**src/design/mipc_pkg.sv**
```systemverilog
/*
  Shared constants and types of the maskable interrupt priority controller:
  register indices, field positions, reset values, state codes and carriers.
  Assumes a 32-bit APB slave whose byte address is four times a register index.
*/
package mipc_pkg;

  localparam int NUM_SRC = 20;
  localparam int SRC_W   = 5;
  localparam int LVL_W   = 3;
  localparam int NUM_LVL = 8;
  localparam int ADDR_W  = 12;

  // Printed register offsets, kept as register indices
  localparam logic [31:0] CTRL_OFFSET [NUM_SRC] = '{
    32'hFFFFF110, 32'hFFFFF112, 32'hFFFFF114, 32'hFFFFF116, 32'hFFFFF118,
    32'hFFFFF11A, 32'hFFFFF11C, 32'hFFFFF11E, 32'hFFFFF120, 32'hFFFFF122,
    32'hFFFFF124, 32'hFFFFF126, 32'hFFFFF128, 32'hFFFFF12A, 32'hFFFFF12C,
    32'hFFFFF12E, 32'hFFFFF130, 32'hFFFFF132, 32'hFFFFF134, 32'hFFFFF136
  };

  // Index bits seen on paddr[ADDR_W-1:2]
  localparam logic [9:0] CTRL_IDX_FIRST = 10'h110;
  localparam logic [9:0] CTRL_IDX_LAST  = 10'h136;
  localparam logic [9:0] STATUS_IDX     = 10'h100;
  localparam logic [9:0] MASK_IDX       = 10'h101;
  localparam logic [9:0] INSERV_IDX     = 10'h102;

  // Fields of a source control register
  localparam int REQ_BIT   = 7;
  localparam int BLOCK_BIT = 6;
  localparam int LVL_MSB   = 2;

  localparam logic [7:0]         CTRL_RESET   = 8'h47;
  localparam logic [NUM_SRC-1:0] STATUS_RESET = 20'h00000;
  localparam logic [NUM_SRC-1:0] MASK_RESET   = 20'hFFFFF;
  localparam logic [NUM_LVL-1:0] INSERV_RESET = 8'h00;

  typedef enum logic [1:0] {
    MIPC_IDLE  = 2'b00,
    MIPC_OFFER = 2'b01,
    MIPC_ACKED = 2'b11
  } mipc_state_t;

  // Request presented to the CPU core
  typedef struct packed {
    logic             valid;
    logic [SRC_W-1:0] source;
    logic [LVL_W-1:0] level;
  } mipc_offer_t;

  // Result of decoding a control register address
  typedef struct packed {
    logic             hit;
    logic [SRC_W-1:0] src;
  } mipc_decode_t;

endpackage : mipc_pkg

```
**src/design/mipc_ctrl.sv**
```systemverilog
/*
  Maskable interrupt priority controller: per-source control registers with
  request flag, mask flag and priority level, level-then-default-order
  arbitration, nested acknowledge tracking, and an APB register slave with a
  sticky event status, an event mask and one level interrupt output.
  Assumes the CPU core sends a one-cycle acknowledge while an offer is valid,
  a one-cycle return pulse at the end of each service routine, and presents
  its global block and non-maskable service flags as levels on pclk.
*/
// Implementation choice: register access over APB.
// Contract
// - Acknowledge may occur while other service runs; nesting follows priority levels.
// - Each source has a 3-bit level of eight; arbitration uses level first.
// - Equal-level simultaneous requests resolve by fixed per-source default order.
// - Acknowledging a maskable request sets the CPU global block flag to 1.
// - Every source has its own control register, byte or single-bit accessible.
// - Reset loads every control register with 47H.
// - Bit 7 is the request flag: 1 request issued, 0 none.
// - Bit 6 is the mask flag: 0 allows service, 1 holds request pending.
// - Bits 2..0 give level in binary, 0 highest, 7 lowest.
// - Control registers at consecutive even offsets from FFFFF110H; bits 5..3 zero.
// - Masked or blocked requests stay pending, then are served by priority.
`timescale 1ns/10ps
module mipc_ctrl #(
  parameter int NUM_SRC = mipc_pkg::NUM_SRC,
  parameter int ADDR_W  = mipc_pkg::ADDR_W
) (
  input  wire logic                 pclk,
  input  wire logic                 presetn,
  input  wire logic                 psel,
  input  wire logic                 penable,
  input  wire logic                 pwrite,
  input  wire logic [ADDR_W-1:0]    paddr,
  input  wire logic [31:0]          pwdata,
  input  wire logic [3:0]           pstrb,
  output logic      [31:0]          prdata,
  output logic                      pready,
  output logic                      pslverr,
  input  wire logic [NUM_SRC-1:0]   source_req,
  input  wire logic                 global_irq_block_flag,
  input  wire logic                 nonmaskable_service_flag,
  input  wire logic                 irq_ack,
  input  wire logic                 irq_return,
  output mipc_pkg::mipc_offer_t     offer,
  output logic                      set_global_block,
  output logic                      irq
);

  localparam int SRC_W   = mipc_pkg::SRC_W;
  localparam int LVL_W   = mipc_pkg::LVL_W;
  localparam int NUM_LVL = mipc_pkg::NUM_LVL;

  logic [NUM_SRC-1:0]            request_pending_flag;
  logic [NUM_SRC-1:0]            source_block_flag;
  logic [NUM_SRC-1:0][LVL_W-1:0] priority_level_field;
  logic [NUM_SRC-1:0]            status;
  logic [NUM_SRC-1:0]            mask;
  logic [NUM_LVL-1:0]            in_service;
  mipc_pkg::mipc_state_t         state;
  mipc_pkg::mipc_offer_t         best;
  mipc_pkg::mipc_decode_t        dec;
  logic                          best_ok;
  logic                          ack_take;
  logic                          wr_done;
  logic [7:0]                    wr_mask;
  logic [31:0]                   next_prdata;
  logic                          next_pslverr;
  logic [9:0]                    word_idx;

  // Map a word index to a source: consecutive even indices from the first
  function automatic mipc_pkg::mipc_decode_t decode_src(input logic [9:0] idx);
    logic [9:0] rel;
    decode_src = '0;
    rel        = idx - mipc_pkg::CTRL_IDX_FIRST;
    if (idx >= mipc_pkg::CTRL_IDX_FIRST && idx <= mipc_pkg::CTRL_IDX_LAST && !rel[0]) begin
      decode_src.hit = 1'b1;
      decode_src.src = rel[SRC_W:1];
    end
  endfunction : decode_src

  // Lowest level wins; at equal level the lower source number wins
  function automatic mipc_pkg::mipc_offer_t pick_best(
    input logic [NUM_SRC-1:0]            cand,
    input logic [NUM_SRC-1:0][LVL_W-1:0] lvl
  );
    pick_best = '0;
    for (int i = NUM_SRC - 1; i >= 0; i--) begin
      if (cand[i] && (!pick_best.valid || lvl[i] <= pick_best.level)) begin
        pick_best.valid  = 1'b1;
        pick_best.source = SRC_W'(i);
        pick_best.level  = lvl[i];
      end
    end
  endfunction : pick_best

  // True when the level outranks every level now in service
  function automatic logic outranks(
    input logic [LVL_W-1:0]   lvl,
    input logic [NUM_LVL-1:0] busy
  );
    outranks = 1'b1;
    for (int l = 0; l < NUM_LVL; l++) begin
      if (busy[l] && LVL_W'(l) <= lvl) begin
        outranks = 1'b0;
      end
    end
  endfunction : outranks

  assign word_idx = paddr[11:2];
  assign dec      = decode_src(word_idx);
  assign wr_done  = psel && penable && pready && pwrite && !pslverr;
  assign ack_take = (state == mipc_pkg::MIPC_OFFER) && irq_ack;

  // Full byte on lane 0; lane 1 alone selects single bits of lane 0
  always_comb begin
    wr_mask = 8'h00;
    if (pstrb[0]) begin
      wr_mask = 8'hFF;
    end else if (pstrb[1]) begin
      wr_mask = pwdata[15:8];
    end
  end

  // Pending sources that may be offered; others stay held
  assign best    = pick_best(request_pending_flag & ~source_block_flag, priority_level_field);
  assign best_ok = best.valid && !global_irq_block_flag && !nonmaskable_service_flag
                   && outranks(best.level, in_service);

  // Request flags: a new request wins over any clear in the same cycle
  always_ff @(posedge pclk or negedge presetn) begin
    if (!presetn) begin
      request_pending_flag <= '0;
    end else begin
      for (int i = 0; i < NUM_SRC; i++) begin
        if (source_req[i]) begin
          request_pending_flag[i] <= 1'b1;
        end else if (ack_take && offer.source == SRC_W'(i)) begin
          request_pending_flag[i] <= 1'b0;
        end else if (wr_done && dec.hit && dec.src == SRC_W'(i)
                     && wr_mask[mipc_pkg::REQ_BIT]) begin
          request_pending_flag[i] <= pwdata[mipc_pkg::REQ_BIT];
        end
      end
    end
  end

  // Mask flags and priority levels
  always_ff @(posedge pclk or negedge presetn) begin
    if (!presetn) begin
      for (int i = 0; i < NUM_SRC; i++) begin
        source_block_flag[i]    <= mipc_pkg::CTRL_RESET[mipc_pkg::BLOCK_BIT];
        priority_level_field[i] <= mipc_pkg::CTRL_RESET[mipc_pkg::LVL_MSB:0];
      end
    end else if (wr_done && dec.hit) begin
      if (wr_mask[mipc_pkg::BLOCK_BIT]) begin
        source_block_flag[dec.src] <= pwdata[mipc_pkg::BLOCK_BIT];
      end
      for (int b = 0; b <= mipc_pkg::LVL_MSB; b++) begin
        if (wr_mask[b]) begin
          priority_level_field[dec.src][b] <= pwdata[b];
        end
      end
    end
  end

  // Offer sequencing towards the CPU core
  always_ff @(posedge pclk or negedge presetn) begin
    if (!presetn) begin
      state            <= mipc_pkg::MIPC_IDLE;
      offer            <= '0;
      set_global_block <= 1'b0;
    end else begin
      unique case (state)
        mipc_pkg::MIPC_IDLE: begin
          set_global_block <= 1'b0;
          if (best_ok) begin
            offer <= best;
            state <= mipc_pkg::MIPC_OFFER;
          end
        end
        mipc_pkg::MIPC_OFFER: begin
          if (irq_ack) begin
            offer            <= '0;
            set_global_block <= 1'b1;
            state            <= mipc_pkg::MIPC_ACKED;
          end else if (best_ok) begin
            offer <= best;
          end else begin
            offer <= '0;
            state <= mipc_pkg::MIPC_IDLE;
          end
        end
        mipc_pkg::MIPC_ACKED: begin
          set_global_block <= 1'b0;
          state            <= mipc_pkg::MIPC_IDLE;
        end
        default: begin
          offer            <= '0;
          set_global_block <= 1'b0;
          state            <= mipc_pkg::MIPC_IDLE;
        end
      endcase
    end
  end

  // Levels now in service; a return ends the highest-ranked one
  always_ff @(posedge pclk or negedge presetn) begin
    if (!presetn) begin
      in_service <= mipc_pkg::INSERV_RESET;
    end else begin
      logic [NUM_LVL-1:0] busy;
      logic               done;
      busy = in_service;
      done = 1'b0;
      if (irq_return) begin
        for (int l = 0; l < NUM_LVL; l++) begin
          if (busy[l] && !done) begin
            busy[l] = 1'b0;
            done    = 1'b1;
          end
        end
      end
      if (ack_take) begin
        busy[offer.level] = 1'b1;
      end
      in_service <= busy;
    end
  end

  // Sticky event status, cleared by writing one; new events win
  always_ff @(posedge pclk or negedge presetn) begin
    if (!presetn) begin
      status <= mipc_pkg::STATUS_RESET;
    end else if (wr_done && word_idx == mipc_pkg::STATUS_IDX) begin
      status <= (status & ~pwdata[NUM_SRC-1:0]) | source_req;
    end else begin
      status <= status | source_req;
    end
  end

  always_ff @(posedge pclk or negedge presetn) begin
    if (!presetn) begin
      mask <= mipc_pkg::MASK_RESET;
    end else if (wr_done && word_idx == mipc_pkg::MASK_IDX) begin
      mask <= pwdata[NUM_SRC-1:0];
    end
  end

  always_ff @(posedge pclk or negedge presetn) begin
    if (!presetn) begin
      irq <= 1'b0;
    end else begin
      irq <= |(status & ~mask);
    end
  end

  // Read mux; unmapped words answer zero with an error
  always_comb begin
    next_prdata  = 32'h00000000;
    next_pslverr = 1'b0;
    if (dec.hit) begin
      next_prdata[mipc_pkg::REQ_BIT]       = request_pending_flag[dec.src];
      next_prdata[mipc_pkg::BLOCK_BIT]     = source_block_flag[dec.src];
      next_prdata[mipc_pkg::LVL_MSB:0]     = priority_level_field[dec.src];
    end else if (word_idx == mipc_pkg::STATUS_IDX) begin
      next_prdata[NUM_SRC-1:0] = status;
    end else if (word_idx == mipc_pkg::MASK_IDX) begin
      next_prdata[NUM_SRC-1:0] = mask;
    end else if (word_idx == mipc_pkg::INSERV_IDX) begin
      next_prdata[NUM_LVL-1:0] = in_service;
    end else begin
      next_pslverr = 1'b1;
    end
  end

  // One wait state: answer registered in the first access cycle
  always_ff @(posedge pclk or negedge presetn) begin
    if (!presetn) begin
      pready  <= 1'b0;
      pslverr <= 1'b0;
      prdata  <= 32'h00000000;
    end else if (psel && penable && !pready) begin
      pready  <= 1'b1;
      pslverr <= next_pslverr;
      prdata  <= pwrite ? 32'h00000000 : next_prdata;
    end else begin
      pready  <= 1'b0;
      pslverr <= 1'b0;
    end
  end

endmodule : mipc_ctrl

```
**config.mk**
```make
export PLATFORM = sky130hd
export DESIGN_NAME = mipc_ctrl
export DESIGN_NICKNAME = d
export VERILOG_FILES = /design/src/design/mipc_pkg.sv /design/src/design/mipc_ctrl.sv
export SDC_FILE = /design/constraint.sdc
export NUM_CORES = 1
export LEC_CHECK = 0
export BUFFER_PORTS_ARGS = -buffer_cell sky130_fd_sc_hd__buf_2
export CORE_MARGIN = 4
export CORE_UTILIZATION = 35
export CTS_CLUSTER_DIAMETER = 150
export DETAILED_ROUTE_END_ITERATION = 10
export PLACE_DENSITY = 0.53
export SYNTH_ARGS = -nofsm -noshare
export SYNTH_HDL_FRONTEND = slang
export SYNTH_SLANG_ARGS = --single-unit
```
**constraint.sdc**
```tcl
create_clock -name pclk -period 34.5 [get_ports pclk]
set_clock_uncertainty 0.05 [all_clocks]
set_input_delay 0 -clock pclk [delete_from_list [all_inputs] [get_ports pclk]]
set_output_delay 0 -clock pclk [all_outputs]
set_load 0.03 [all_outputs]
```
==> metrics.txt <==
status=completed; row cnt=70; RSZ-0062 raised after global routing=false; Crit-path slowest cell=a2111o_1; hold path cells=3; CTS Sinks=183; final slew viol count=0; register-to-register setup slack=2.75 ns; Initial Utilization=35.4%; register area=0.00470 mm2; Fillers=3,662; post-synth cell types=93; Worst R2R Start=request_pending_flag[19]$_DFFE_PN0P_; Max clock buf depth=2; Design Power=871 uW; GR Util met1=29.2%; Post-synth top flop=dfstp_2; total core area=0.0365 mm2; r2r endpoint=offer[3]$_DFFE_PN0P_; sequential area share after synthesis=36.3%; Avg Inst Size Synth=8.82 um2; port buffer count=93; switch share=44.4%; max incr delay on CP=0.47 ns; P_int=484 uW; CP Launch Type=flop; Final nets=1,724; Slew Limit Headroom=24.2%; clk_lat worst skew=0.45 ns; Hold Path Sink=status[6]$_DFF_PN0_; worst min path class=primary input to flop; IO Pins=122; clk root buf=clkbuf_16; cell taking the most area after synthesis=dfstp_2; gr busiest metal=met2; vias=11.7k; LEAKAGE=6.48 nW; final setup TNS=0 ns; GR Util met3=3.35%; Fin. Hold Viols=0; die area=0.0401 mm2; most frequent cell after synthesis=nand2_1; gr usage total=21.9%; Final Critical Period=31.75 ns; number of CTS-inserted buffers=17; DRC=0; final hold slack=0.00593 ns; global-route wire length before repair=69,700 um; setup violators final=0; clk slew on worst S/H paths=0.08 ns; Core Util, Final=41.2%; synthesized cell area=0.0129 mm2; Die Ht=200 um; DR iter-0 viols=848; antenna violations before repair=2; H-tree depth=4; Post-Layout Cell Count=2,068; Worst EP arrival=32.08 ns; Net Sw Power=387 uW; Routed Antenna Nets=0; Die W=200 um; number of flops mapped to enable cells by yosys=0; flip-flop and latch count after synthesis=183; worst-path fanout max=15; pin count of the biggest net entering global routing=115; Syn Inst Count=1,468; Power Density=57.9 mW/mm2; Synth Warn #=0; top cells by area, synth=dfstp_2 (20%), dfrtp_1 (16%), mux2_2 (8.3%), ha_1 (5.9%), nand2_1 (5.4%); HPWL after detailed placement=33,200 um; clock share of power=24.0%; routability cong.=0.917; CP required=34.83 ns; routed length per placed instance=21.6 um; number of global-route vias before repair=11.7k; fmax=31.5 MHz; placed instance count=1,976; crit end category=flop; Routed WL=44,700 um; Min-Delay Startpoint=pwdata[6]; sequential share of power=26.5%; area growth from synthesis to final layout=16.2%; combinational share of power=49.4%; via/cell ratio=5.66; worst vdd ir=0.0000707 V; Worst Tran Pin Value=1.13 ns; asr flop ratio synth=100%; Max Cap Viol=0; First-pass DRT Iterations=5; crit share post-route=92.0%; multi-input logic area=0.00775 mm2; met2 usage=36.3%; R2R depth=137; CTS tree=done; crit path kind=flop to flop; Yosys top cell area share=20.3%; gr ovfl total=0; share of cells above drive strength 1=24.1%; synth cell count leaders=nand2_1 (186), nor2_1 (155), o21ai_0 (106)
[routing by layer]
metal | vias to the layer above | part of all wire (%)
met5 | - | 0.016
met2 | 371 | 47
met4 | 2 | 3.3
met1 | 5756 | 45
li1 | 5497 | -
met3 | 74 | 5.2
[critical path, delay by kind of cell (launching register included)]
| family | cells | cell delay [ns] |
|---|---|---|
| simple gates | 25 | 4.31 |
| compound gates | 80 | 19.11 |
| mux | 5 | 1.63 |
| buf+inv | 8 | 0.75 |
| flops | 1 | 0.42 |
| fa+ha+maj | 19 | 5.38 |
[cells by family (layout without fill, tap and decap cells)]
| group | Yosys count | in the layout | synth area share, % |
|---|---|---|---|
| AO/OA/AOI/OAI | 393 | 393 | 20.6 |
| adder cells (fa/ha/maj) | 61 | 61 | 5.90 |
| buffers and inverters | 146 | 266 | 4.74 |
| flip-flops | 183 | 183 | 36.3 |
| multiplexers | 160 | 160 | 13.5 |
| other | 1 | 13 | 0.0290 |
| AND/OR/NAND/NOR | 524 | 524 | 18.9 |
[registers in the layout, summed over array words and instances, names as in the netlist]
register / flops
priority_level_field: 60
mask: 20
prdata: 20
request_pending_flag: 20
source_block_flag: 20
status: 20
offer: 9
in_service: 8
state: 2
irq: 1
pready: 1
pslverr: 1
set_global_block: 1
[per-stage QoR]
step	setup slack, ns	cell area, um2
2_1_floorplan	8.01	13000
3_3_place_gp	1.00	13800
3_5_place_dp	0.714	13800
4_1_cts	0.487	14900
5_1_grt	0.0379	15000
6_report	2.75	15000
[worst max-delay path by stage]
stage                                         start  depth (start not counted)  slack, ns              endpoint
2_1_floorplan  request_pending_flag[19]$_DFFE_PN0P_                        140       8.01  offer[3]$_DFFE_PN0P_
6_report       request_pending_flag[19]$_DFFE_PN0P_                        137       2.75  offer[3]$_DFFE_PN0P_
3_3_place_gp   request_pending_flag[19]$_DFFE_PN0P_                        138       1.00  offer[3]$_DFFE_PN0P_
3_5_place_dp   request_pending_flag[19]$_DFFE_PN0P_                        138       0.71  offer[3]$_DFFE_PN0P_
5_1_grt        request_pending_flag[19]$_DFFE_PN0P_                        136       0.04  offer[3]$_DFFE_PN0P_
4_1_cts        request_pending_flag[19]$_DFFE_PN0P_                        138       0.49  offer[3]$_DFFE_PN0P_
[power groups by stage]
stage                     Clock [mW]  Combinational, mW  Sequential, mW
after floorplan                    0              0.314           0.234
after CTS                      0.214              0.424           0.231
after global placement             0              0.413           0.235
final                          0.209              0.430           0.231
after detailed placement           0              0.418           0.235
after global routing           0.221              0.481           0.233
[layout by cell type, fill, tap and decap left out, types with 13 or more instances in the layout]
master and n:
ha_1 61, buf_4 13, buf_2 92, dfstp_2 100, a21oi_1 60, dlygate4sd3_1 55
clkbuf_16 17, inv_1 71, o211ai_1 14, nand3_1 32, nand2b_1 26, dfrtp_1 83
a21o_1 35, mux2_2 95, nand2_1 186, nor2_1 154, a31oi_1 15, nor2b_1 27
mux2i_1 61, o22ai_1 16, o21bai_1 24, o21ai_0 101, nor3_1 29
[timing repair]
action,in CTS,in global routing
hold buffers,55,0
setup buffers,0,4
resized for setup,0,19
setup endpoints to repair,0,10
endpoints found under the hold margin,121,0
[layout make-up]
| type | count | share of cell area (%) |
|---|---|---|
| multi-input combinational | 1150 | 51.5 |
| sequential | 183 | 31.3 |
| timing repair buffer | 161 | 7.46 |
| tap | 468 | 3.89 |
| clock buffer | 18 | 2.85 |
| inverter | 73 | 1.82 |
| clock inverter | 14 | 1.21 |
| antenna | 1 | 0.0166 |
No activity file was read; power rests on OpenSTA's default activity.
